--- src/common/zda_pkg.sv ---
// Purpose: shared constants for the time-and-date sentence generator
// Assumes: 40 MHz system clock, BCD time and date inputs
// Notes: step numbers index the fixed character layout of one sentence
package zda_pkg;

    localparam int CLK_HZ = 40_000_000;
    // longest completion time after the pulse, in milliseconds
    localparam int DEADLINE_MS = 500;
    // rounded down: a longest time
    localparam int DEADLINE_CYCLES = DEADLINE_MS * (CLK_HZ / 1000);
    localparam int DL_W = 25;
    localparam int STEP_W = 6;

    typedef enum logic [0:0] {
        ST_IDLE = 1'b0,
        ST_SEND = 1'b1
    } state_e;

    // header "$GPZDA", index 0 is the dollar sign
    localparam logic [5:0][7:0] HEADER = {8'h41, 8'h44, 8'h5A, 8'h50, 8'h47, 8'h24};
    localparam logic [7:0] CH_COMMA = 8'h2C;
    localparam logic [7:0] CH_POINT = 8'h2E;
    localparam logic [7:0] CH_MINUS = 8'h2D;
    localparam logic [7:0] CH_STAR = 8'h2A;
    localparam logic [7:0] CH_CR = 8'h0D;
    localparam logic [7:0] CH_LF = 8'h0A;
    localparam logic [3:0] DIGIT_HI = 4'h3;
    localparam logic [7:0] HEX_NUM_BASE = 8'h30;
    localparam logic [7:0] HEX_ALPHA_BASE = 8'h37;

    // character layout steps
    localparam logic [5:0] S_HDR_LAST = 6'd5;
    localparam logic [5:0] S_COMMA0 = 6'd6;
    localparam logic [5:0] S_TIME = 6'd7;
    localparam logic [5:0] S_POINT = 6'd13;
    localparam logic [5:0] S_COMMA1 = 6'd16;
    localparam logic [5:0] S_DAY = 6'd17;
    localparam logic [5:0] S_COMMA2 = 6'd19;
    localparam logic [5:0] S_MON = 6'd20;
    localparam logic [5:0] S_COMMA3 = 6'd22;
    localparam logic [5:0] S_YEAR = 6'd23;
    localparam logic [5:0] S_COMMA4 = 6'd27;
    localparam logic [5:0] S_SIGN = 6'd28;
    localparam logic [5:0] S_ZHR = 6'd29;
    localparam logic [5:0] S_COMMA5 = 6'd31;
    localparam logic [5:0] S_ZMIN = 6'd32;
    localparam logic [5:0] S_STAR = 6'd34;
    localparam logic [5:0] S_CSUM_HI = 6'd35;
    localparam logic [5:0] S_CSUM_LO = 6'd36;
    localparam logic [5:0] S_CR = 6'd37;
    localparam logic [5:0] S_LF = 6'd38;

endpackage

--- src/char_buffer.sv ---
// Purpose: small valid/ready buffer between sentence generator and receiver
// Assumes: single clock, synchronous active-high reset
// Notes: full throughput at one entry; when full it refuses even while draining
`timescale 1ns/1ps
module char_buffer #(
    parameter int WIDTH = 8,
    parameter int DEPTH = 2
) (
    input wire logic clk,
    input wire logic rst,
    input wire logic [WIDTH-1:0] in_data,
    input wire logic in_valid,
    output logic in_ready,
    output logic [WIDTH-1:0] out_data,
    output logic out_valid,
    input wire logic out_ready
);

    localparam int PTR_W = (DEPTH > 1) ? $clog2(DEPTH) : 1;
    localparam int CNT_W = $clog2(DEPTH + 1);

    typedef struct packed {
        logic [DEPTH-1:0][WIDTH-1:0] mem;
        logic [PTR_W-1:0] wr;
        logic [PTR_W-1:0] rd;
        logic [CNT_W-1:0] count;
    } buf_s;

    buf_s q;
    buf_s d;
    logic wr_en;
    logic rd_en;

    // honest flags straight from the occupancy count
    assign in_ready = (q.count != CNT_W'(DEPTH));
    assign out_valid = (q.count != '0);
    assign out_data = q.mem[q.rd];
    assign wr_en = in_valid && in_ready;
    assign rd_en = out_valid && out_ready;

    // pointer wrap and occupancy update
    always_comb
    begin
        d = q;
        if (wr_en)
        begin
            d.mem[q.wr] = in_data;
            d.wr = (q.wr == PTR_W'(DEPTH - 1)) ? '0 : q.wr + 1'b1;
        end
        if (rd_en)
        begin
            d.rd = (q.rd == PTR_W'(DEPTH - 1)) ? '0 : q.rd + 1'b1;
        end
        case ({wr_en, rd_en})
            2'b10: d.count = q.count + 1'b1;
            2'b01: d.count = q.count - 1'b1;
            default: d.count = q.count;
        endcase
    end

    always_ff @(posedge clk)
    begin
        if (rst)
            q <= '0;
        else
            q <= d;
    end

endmodule // char_buffer

--- src/time_date_sentence_gen.sv ---
// Purpose: builds one time-and-date serial sentence per second pulse
// Assumes: BCD time/date/zone inputs are valid for the pulse in its own cycle
// Notes: output bytes pass a two-entry buffer; receiver may stall freely
// Summary of operation
// one sentence per second pulse, done within 500 ms, for that pulse; a pulse while busy and a late sentence are only flagged
// unsynchronized: sentence still sent, every data field empty between commas
// field one is UTC time of the pulse as hhmmss.ss
// fields two to four are day, month and four-digit year
// field five is zone hour offset, minus sign for east longitude
// field six is zone minutes offset, two digits
// header, six fields, asterisk, two-hex XOR checksum, CR and LF framing
`timescale 1ns/1ps
module time_date_sentence_gen #(
    parameter int DEADLINE_CYCLES = zda_pkg::DEADLINE_CYCLES
) (
    input wire logic clk,
    input wire logic rst,
    input wire logic second_pulse,
    input wire logic synced,
    input wire logic [31:0] utc_time,
    input wire logic [7:0] date_day,
    input wire logic [7:0] date_month,
    input wire logic [15:0] date_year,
    input wire logic zone_east,
    input wire logic [7:0] zone_hour,
    input wire logic [7:0] zone_min,
    output logic [7:0] out_data,
    output logic out_valid,
    input wire logic out_ready,
    output logic busy,
    output logic deadline_miss,
    output logic pulse_overrun
);

    // last elapsed count that still meets the deadline, cut to the counter width
    localparam int DL_LIMIT_I = DEADLINE_CYCLES - 1;
    localparam logic [zda_pkg::DL_W-1:0] DL_LIMIT = DL_LIMIT_I[zda_pkg::DL_W-1:0];

    typedef struct packed {
        zda_pkg::state_e state;
        logic [zda_pkg::STEP_W-1:0] step;
        logic synced;
        logic east;
        logic [31:0] tod;
        logic [7:0] day;
        logic [7:0] month;
        logic [15:0] year;
        logic [7:0] zhr;
        logic [7:0] zmin;
        logic [7:0] csum;
        logic [zda_pkg::DL_W-1:0] elapsed;
        logic late;
        logic miss;
        logic overrun;
    } gen_s;

    gen_s st_q;
    gen_s st_d;
    logic [7:0] ch;
    logic push;
    logic skip;
    logic in_ready;

    // steps that carry data, emptied when not synchronized
    function automatic logic is_data_step(input logic [5:0] s);
        is_data_step = (s >= zda_pkg::S_TIME) && (s < zda_pkg::S_STAR)
            && (s != zda_pkg::S_COMMA1) && (s != zda_pkg::S_COMMA2)
            && (s != zda_pkg::S_COMMA3) && (s != zda_pkg::S_COMMA4)
            && (s != zda_pkg::S_COMMA5);
    endfunction

    function automatic logic [7:0] hex_char(input logic [3:0] nib);
        hex_char = (nib < 4'hA) ? zda_pkg::HEX_NUM_BASE + {4'h0, nib}
            : zda_pkg::HEX_ALPHA_BASE + {4'h0, nib};
    endfunction

    // pick the BCD digit a data step shows
    function automatic logic [3:0] digit_at(input logic [5:0] s, input gen_s g);
        case (s)
            6'd7: digit_at = g.tod[31:28];
            6'd8: digit_at = g.tod[27:24];
            6'd9: digit_at = g.tod[23:20];
            6'd10: digit_at = g.tod[19:16];
            6'd11: digit_at = g.tod[15:12];
            6'd12: digit_at = g.tod[11:8];
            6'd14: digit_at = g.tod[7:4];
            6'd15: digit_at = g.tod[3:0];
            6'd17: digit_at = g.day[7:4];
            6'd18: digit_at = g.day[3:0];
            6'd20: digit_at = g.month[7:4];
            6'd21: digit_at = g.month[3:0];
            6'd23: digit_at = g.year[15:12];
            6'd24: digit_at = g.year[11:8];
            6'd25: digit_at = g.year[7:4];
            6'd26: digit_at = g.year[3:0];
            6'd29: digit_at = g.zhr[7:4];
            6'd30: digit_at = g.zhr[3:0];
            6'd32: digit_at = g.zmin[7:4];
            6'd33: digit_at = g.zmin[3:0];
            default: digit_at = 4'h0;
        endcase
    endfunction

    // character for the current step
    always_comb
    begin
        ch = 8'h00;
        if (st_q.step <= zda_pkg::S_HDR_LAST)
            ch = zda_pkg::HEADER[st_q.step[2:0]];
        else
        begin
            case (st_q.step)
                zda_pkg::S_COMMA0, zda_pkg::S_COMMA1, zda_pkg::S_COMMA2,
                zda_pkg::S_COMMA3, zda_pkg::S_COMMA4, zda_pkg::S_COMMA5:
                    ch = zda_pkg::CH_COMMA;
                zda_pkg::S_POINT: ch = zda_pkg::CH_POINT;
                zda_pkg::S_SIGN: ch = zda_pkg::CH_MINUS;
                zda_pkg::S_STAR: ch = zda_pkg::CH_STAR;
                zda_pkg::S_CSUM_HI: ch = hex_char(st_q.csum[7:4]);
                zda_pkg::S_CSUM_LO: ch = hex_char(st_q.csum[3:0]);
                zda_pkg::S_CR: ch = zda_pkg::CH_CR;
                zda_pkg::S_LF: ch = zda_pkg::CH_LF;
                default: ch = {zda_pkg::DIGIT_HI, digit_at(st_q.step, st_q)};
            endcase
        end
    end

    // skipped steps take one cycle each but emit nothing
    assign skip = (!st_q.synced && is_data_step(st_q.step))
        || (st_q.step == zda_pkg::S_SIGN && !st_q.east);
    assign push = (st_q.state == zda_pkg::ST_SEND) && !skip;

    // sequencer, field capture and deadline watch
    always_comb
    begin
        st_d = st_q;
        st_d.miss = 1'b0;
        st_d.overrun = 1'b0;
        case (st_q.state)
            zda_pkg::ST_IDLE:
            begin
                if (second_pulse)
                begin
                    // capture at the pulse so the sentence reports that pulse
                    st_d.state = zda_pkg::ST_SEND;
                    st_d.step = '0;
                    st_d.synced = synced;
                    st_d.east = zone_east;
                    st_d.tod = utc_time;
                    st_d.day = date_day;
                    st_d.month = date_month;
                    st_d.year = date_year;
                    st_d.zhr = zone_hour;
                    st_d.zmin = zone_min;
                    st_d.csum = '0;
                    st_d.elapsed = '0;
                    st_d.late = 1'b0;
                end
            end
            zda_pkg::ST_SEND:
            begin
                // a pulse mid-sentence cannot be honoured; flag it
                if (second_pulse)
                    st_d.overrun = 1'b1;
                if (!st_q.late)
                begin
                    if (st_q.elapsed == DL_LIMIT)
                    begin
                        st_d.late = 1'b1;
                        st_d.miss = 1'b1;
                    end
                    else
                        st_d.elapsed = st_q.elapsed + 1'b1;
                end
                if (skip || in_ready)
                begin
                    // checksum covers chars between dollar and asterisk
                    if (push && st_q.step != '0 && st_q.step < zda_pkg::S_STAR)
                        st_d.csum = st_q.csum ^ ch;
                    if (st_q.step == zda_pkg::S_LF)
                        st_d.state = zda_pkg::ST_IDLE;
                    else
                        st_d.step = st_q.step + 1'b1;
                end
            end
            default: st_d.state = zda_pkg::ST_IDLE;
        endcase
    end

    always_ff @(posedge clk)
    begin
        if (rst)
            st_q <= '0;
        else
            st_q <= st_d;
    end

    // stall on a full buffer loses no byte
    char_buffer #(
        .WIDTH(8),
        .DEPTH(2)
    ) u_buf (
        .clk(clk),
        .rst(rst),
        .in_data(ch),
        .in_valid(push),
        .in_ready(in_ready),
        .out_data(out_data),
        .out_valid(out_valid),
        .out_ready(out_ready)
    );

    assign busy = (st_q.state == zda_pkg::ST_SEND);
    assign deadline_miss = st_q.miss;
    assign pulse_overrun = st_q.overrun;
endmodule // time_date_sentence_gen

--- config.mk ---
export PLATFORM = sky130hd
export DESIGN_NAME = time_date_sentence_gen
export DESIGN_NICKNAME = d
export VERILOG_FILES = /design/src/common/zda_pkg.sv /design/src/char_buffer.sv /design/src/time_date_sentence_gen.sv
export SDC_FILE = /design/constraint.sdc
export NUM_CORES = 1
export LEC_CHECK = 0
export ABC_AREA = 1
export BUFFER_PORTS_ARGS = -buffer_cell sky130_fd_sc_hd__buf_2
export CORE_ASPECT_RATIO = 1.4
export CORE_UTILIZATION = 30
export DETAILED_ROUTE_END_ITERATION = 8
export PLACE_DENSITY = 0.48
export SYNTH_ARGS = -nofsm -noshare
export SYNTH_HDL_FRONTEND = slang
export SYNTH_SLANG_ARGS = --single-unit
--- constraint.sdc ---
create_clock -name clk -period 3.1 [get_ports clk]
set_clock_uncertainty 0.15 [all_clocks]
set_input_delay 0.31 -clock clk [delete_from_list [all_inputs] [get_ports clk]]
set_output_delay 0.31 -clock clk [all_outputs]
set_load 0.05 [all_outputs]
==> results of run 1 <==
[worst reg2reg max path: stages, from the launching register on]
cell and delay, ns:
dfxtp_1 0.39, inv_1 0.15, ha_1 0.34, inv_1 0.12, nor2_4 0.16, nand2_1 0.13
or2_4 0.28, nand2_2 0.10, nor2_4 0.04, nand2_1 0.08, ha_1 0.23, inv_1 0.08
nand2_1 0.05, nor2_1 0.11, o21ai_0 0.08, a21oi_1 0.14
[final cells by class]
type | count | area share, %
inverters | 88 | 3.45
multi-input cells | 835 | 40.8
clock inverters | 14 | 1.75
well taps | 315 | 4.08
clock buffers | 18 | 4.55
repair buffers | 190 | 14.4
flip-flops and latches | 149 | 30.9
[layer usage]
metal	routed length [µm]	up-vias
met1	9990	3444
met4	920	0
met2	12700	162
met5	0	-
li1	-	3993
met3	581	45
[cells by family after synthesis]
| logic type | share of synthesized area, % |
|---|---|
| other cells | 0.0499 |
| simple gates | 37.0 |
| compound gates | 12.3 |
| buf+inv | 7.94 |
| xor+xnor | 1.52 |
| flops | 39.7 |
| fa+ha+maj | 1.50 |
[flip-flops by register name (all words and copies together) (netlist names), named ones only]
| register | cells |
|---|---|
| busy | 1 |
| pulse_overrun | 1 |
| deadline_miss | 1 |
| st_q | 121 |
| u_buf.q | 18 |
[cells in the final DEF, fill, tap and decap left out, types with 24 or more instances in the layout]
master | Yosys | routed
a21oi_1 | 48 | 48
buf_2 | 10 | 96
dfxtp_1 | 149 | 149
dlygate4sd3_1 | 0 | 78
inv_1 | 78 | 77
nand2_1 | 208 | 208
nand3_1 | 63 | 63
nand4_1 | 49 | 49
nor2_1 | 247 | 246
nor3_1 | 24 | 24
o21ai_0 | 114 | 114
[path summary, 6_finish.rpt]
check | slack [ns] | startpoint | end
max | 0.40 | st_q[119]$_SDFFE_PP0N_ | u_buf.q[1]$_SDFFE_PP0P_
min | 0.02 | zone_hour[5] | st_q[49]$_SDFFE_PP0P_
max reg2reg | 0.40 | st_q[119]$_SDFFE_PP0N_ | u_buf.q[1]$_SDFFE_PP0P_
min reg2reg | 0.31 | u_buf.q[10]$_SDFFE_PP0P_ | u_buf.q[10]$_SDFFE_PP0P_
[power by group]
group	internal (mW)	switching [mW]	leakage, nW
sequential	2.04	0.0872	1.22
clock	1.23	0.901	0.289
combinational	0.254	0.416	2.66
total	3.53	1.40	4.17
[stage by stage]
step,instances,power (mW)
6_report,1609,4.93
5_1_grt,1609,5.16
4_1_cts,1609,4.99
3_5_place_dp,1499,2.77
3_3_place_gp,1499,2.77
2_1_floorplan,1127,2.56
==> run_results.csv, run 1 <==
group,metric,value,unit
grt,grt_use_met2,35.5,%
layout,regArea,2980,µm²
job,maxCapViolCount,0,
layout,layout-drive-gt1-share,14.5,%
timing,finalSetupTns,0,ns
place,dp_slack,0.412,ns
grt,grt_pass1_vias,7499,
place,placed_area,8260,µm²
clock_network,hold_buffers,78,
clock_network,post_cts_buffers,0,
layout,fillCellCount,2641,
logic_synthesis,syn_area,7510,µm²
drt,drtAntennaViolNets,0,
clock_network,cts_buffer_depth,2,
logic_synthesis,avgSynthCellArea,6.67,µm²
drt,dr_total_vias,7644,
layout,antennaDiodeCount,0,
timing,whs,0.0241,ns
grt,grt_max_degree,79,
floorplan,die_w,136,µm
grt,grt_use_met3,2.28,%
logic_synthesis,synth_warnings,0,
drt,via_per_inst,4.75,
setup_path,crit_fanout,7,
logic_synthesis,synth_commonest_cells,"nor2_1, nand2_1, dfxtp_1",
floorplan,floorplan.initialDensity,30.6,%
setup_path,critPathKind,"register to register",
logic_synthesis,netlist_instances,1127,
setup_path,endpoint_kind,"register",
layout,final_nets,1376,
logic_synthesis,synth_edf_count,0,
drt,drt_wl_total,24200,µm
logic_synthesis,synth_flop_cell,"dfxtp_1",
place,gp_congestion,0.926,
timing,relSlewSlack,47.8,%
timing,fin_ws,0.396,ns
drt,drt-initial-drc-count,385,
layout,syn2layout_area_growth,28.5,%
pwr,leakage,4.17,nW
layout,fin_util,39.3,%
logic_synthesis,synth_top_area_share,39.7,%
logic_synthesis,synth_async_sr_flop_share,0,%
min_path,whs_path_depth,3,
timing,rsz0062_at_grt,"no",
setup_path,crit_arrival,2.91,ns
timing,tightestPinTransition,0.782,ns
logic_synthesis,ys_ff_latch,149,
setup_path,crit_family,"simple AND/OR/NAND/NOR gates",
logic_synthesis,yosysSeqAreaShare,39.7,%
floorplan,core-area,24600,µm²
logic_synthesis,yosysUniqueCellTypes,40,
setup_path,crit_path_start_kind,"register",
setup_path,path_buf_inv,3,
setup_path,cp.depth,15,
logic_synthesis,synth.net_count,1222,
timing,slew_violations,0,
floorplan,io_pins,98,
floorplan,dieArea,25700,µm²
grt,use_met1,22.1,%
timing,max_freq,0.370,GHz
logic_synthesis,synth_area_leader_cell,"dfxtp_1",
grt,antenna_found_initial,0,
clock_network,clk_pin_slew,0.07,ns
clock_network,cts_resized,0,
outcome,outcome,"completed",
timing,finalSetupViolCount,0,
logic_synthesis,synth_area_leaders,"dfxtp_1, nor2_1, nand2_1",
clock_network,cts_tree,"yes",
layout,stdcell_area,9650,µm²
setup_path,cpMaxStageDelayCell,"dfxtp_1",
floorplan,die_y,189,µm
timing,finalCritPeriodShare,87.2,%
place,hpwl,17700,µm
setup_path,crit_chain,"inv_1 -> ha_1 -> inv_1 -> nor2_4 -> nand2_1 -> or2_4 -> nand2_2 -> nor2_4 -> nand2_1 -> ha_1 -> inv_1 -> nand2_1 -> nor2_1 -> o21ai_0 -> a21oi_1",
setup_path,reg2reg_depth,15,
floorplan,num_rows,68,
clock_network,clock_sinks,149,
clock_network,clockRootBuffer,"clkbuf_16",
min_path,hold_path_class,"input pin to register",
timing,fin_crit,2.70,ns
grt,grt-ovfl-total,0,
timing,hold_violations,0,
pwr,power.density,511,nW/µm²
pwr,irDropWorstVdd,403,µV
logic_synthesis,synth.most_common_cell,"nor2_1",
grt,grt_use_total,19.6,%
place,portBuffers,96,
drt,drc,0,
clock_network,htree_levels,4,
grt,grt_pass1_wl,38600,µm
drt,detail_route.wl_per_cell,15.0,µm
clock_network,clock_latency,0.43,ns
clock_network,cts_buffers,17,
setup_path,cp.required,3.31,ns
layout,multi_input_area,3940,µm²
grt,busiest_layer,"met2",
drt,first_pass_iters,5,
setup_path,cp_slowest_stage_delay,0.39,ns
No activity file was read; power rests on OpenSTA's default activity.
==> run 2, diff against run 1 <==
Settings changed: CORE_UTILIZATION 30 to 58, PLACE_DENSITY 0.48 to 0.81.
==> run_results.csv, run 2 (synthesis gave the netlist of run 1 again) <==
group,metric,value,unit
grt,grt-ovfl-total,0,
setup_path,regToRegSetupSlack,0.37,ns
drt,drt-initial-drc-count,748,
layout,final_nets,1370,
clock_network,htree_levels,4,
layout,top_register,"st_q",
clock_network,clk_pin_slew,0.06,ns
setup_path,worstSetupStartpoint,"st_q[121]$_SDFFE_PP0N_",
clock_network,cts_tree,"yes",
pwr,switchingPower,1.44,mW
layout,antennaDiodeCount,0,
grt,grt_pass1_vias,8108,
timing,whs,0.00811,ns
floorplan,core-area,12500,µm²
grt,antenna_found_initial,0,
pwr,p_total,5.02,mW
timing,hold_violations,0,
layout,final_common_cell,"nor2_1",
place,portBuffers,96,
timing,max_freq,0.366,GHz
job,maxCapViolCount,0,
layout,stdcell_area,9410,µm²
min_path,hold_path_class,"input pin to register",
floorplan,die_y,137,µm
floorplan,num_rows,48,
drt,via_per_inst,5.84,
pwr,power_frac_comb,13.6,%
setup_path,critPathKind,"register to register",
timing,relSlewSlack,56.1,%
timing,fin_crit,2.73,ns
drt,drc,0,
clock_network,cts_buffer_depth,2,
setup_path,worstReg2RegStart,"st_q[121]$_SDFFE_PP0N_",
floorplan,floorplan.initialDensity,60.1,%
place,hpwl,15600,µm
setup_path,crit_fanout,12,
layout,top_regs,"st_q x121, u_buf.q x18",
setup_path,crit_path_start_kind,"register",
timing,finalSetupTns,0,ns
drt,drtAntennaViolNets,0,
clock_network,clock_latency,0.42,ns
clock_network,post_cts_buffers,0,
layout,most-common-layout-cells,"nor2_1, nand2_1, dfxtp_1",
setup_path,endpoint_kind,"register",
clock_network,clockRootBuffer,"clkbuf_16",
timing,rsz0062_at_grt,"no",
timing,finalCritPeriodShare,88.1,%
place,placed_area,8050,µm²
pwr,power.density,533,nW/µm²
setup_path,cp.required,3.25,ns
min_path,hold_end,"st_q[72]$_SDFFE_PP0P_",
min_path,min_from,"date_month[4]",
pwr,sw_frac_of_total,28.6,%
layout,fin_util,75.3,%
timing,tightestPinTransition,0.658,ns
grt,grt_use_total,38.0,%
layout,largest_reg_flops,121,
drt,dr_total_vias,8398,
timing,slew_violations,0,
timing,finalSetupViolCount,0,
floorplan,dieArea,13400,µm²
pwr,irDropWorstVdd,411,µV
outcome,outcome,"completed",
floorplan,die_w,98.2,µm
setup_path,reg2reg_depth,14,
setup_path,r2r-end,"st_q[29]$_SDFFE_PP0P_",
drt,drt_wl_total,25200,µm
drt,first_pass_iters,8,
layout,syn2layout_area_growth,25.3,%
clock_network,clock_sinks,149,
layout,layout-drive-gt1-share,14.2,%
pwr,power.share.sequential,42.6,%
pwr,internal_power,3.59,mW
grt,grt_pass1_wl,39500,µm
pwr,leakage,4.16,nW
floorplan,io_pins,98,
place,gp_congestion,1.11,
pwr,clock_power_share,43.8,%
drt,detail_route.wl_per_cell,17.5,µm
setup_path,crit_arrival,2.88,ns
min_path,whs_path_depth,3,
grt,grt_max_degree,79,
clock_network,cts_buffers,17,
==> run 2: cell types whose count changed in the layout (fill, tap and decap cells not counted), moves of 3 or more <==
| cell | delta |
|---|---|
| buf_4 | -4 |
| inv_6 | +4 |
| dlygate4sd3_1 | -3 |
| clkinv_4 | -4 |
==> run 2: worst max-delay path, cell delays in order (launching register included) <==
cell and delay (ns):
dfxtp_1 0.65, inv_2 0.19, nor2_1 0.13, buf_4 0.20, nand2_1 0.06, nor2_1 0.46
nand2_1 0.09, nand4_1 0.13, nor2_1 0.06, nand2_1 0.08, nand2_1 0.07, nand2_1 0.12
nand3_1 0.09, nand2_1 0.08, a21oi_1 0.05
==> run 2: final cells by class <==
cell class	count	area (µm²)
tap	150	188
clock buffer	18	429
multi-input combinational	835	3940
timing repair buffer	184	1350
clock inverter	14	185
fill	940	3080
sequential	149	2980
inverter	88	333
==> run 2: through the flow <==
stage | std cells | setup slack, ns
6_report | 1438 | 0.368
5_1_grt | 1438 | 0.167
4_1_cts | 1438 | 0.450
3_5_place_dp | 1331 | 0.474
3_3_place_gp | 1331 | 0.524
2_1_floorplan | 1127 | 0.733
==> run 2: how the worst max path moves through the flow <==
stage                                         end  slack (ns)
after global routing      u_buf.q[1]$_SDFFE_PP0P_        0.17
after CTS                 u_buf.q[1]$_SDFFE_PP0P_        0.45
final                       st_q[29]$_SDFFE_PP0P_        0.37
after global placement    u_buf.q[1]$_SDFFE_PP0P_        0.52
after detailed placement  u_buf.q[1]$_SDFFE_PP0P_        0.47
after floorplan           u_buf.q[1]$_SDFFE_PP0P_        0.73
==> run 2: repair_timing <==
| action | CTS | global route |
|---|---|---|
| hold buffers | 75 | 0 |
| hold endpoints to repair | 75 | 0 |
| resized for setup | 0 | 0 |
==> run 2: power by group through the flow <==
| stage | logic, mW | clock network (mW) | registers, mW |
|---|---|---|---|
| 6_report | 0.683 | 2.20 | 2.14 |
| 2_1_floorplan | 0.420 | 0 | 2.13 |
| 3_3_place_gp | 0.566 | 0 | 2.17 |
| 4_1_cts | 0.654 | 2.19 | 2.13 |
| 5_1_grt | 0.742 | 2.28 | 2.15 |
| 3_5_place_dp | 0.576 | 0 | 2.17 |
==> run 2: metal layers <==
metal	GRT usage, %	share of wire (%)	vias to the layer above
met2	67.3	49	476
met3	8.48	7.7	137
met1	39.0	35	3809
met5	0	0	-
met4	29.2	7.6	0
li1	-	-	3976
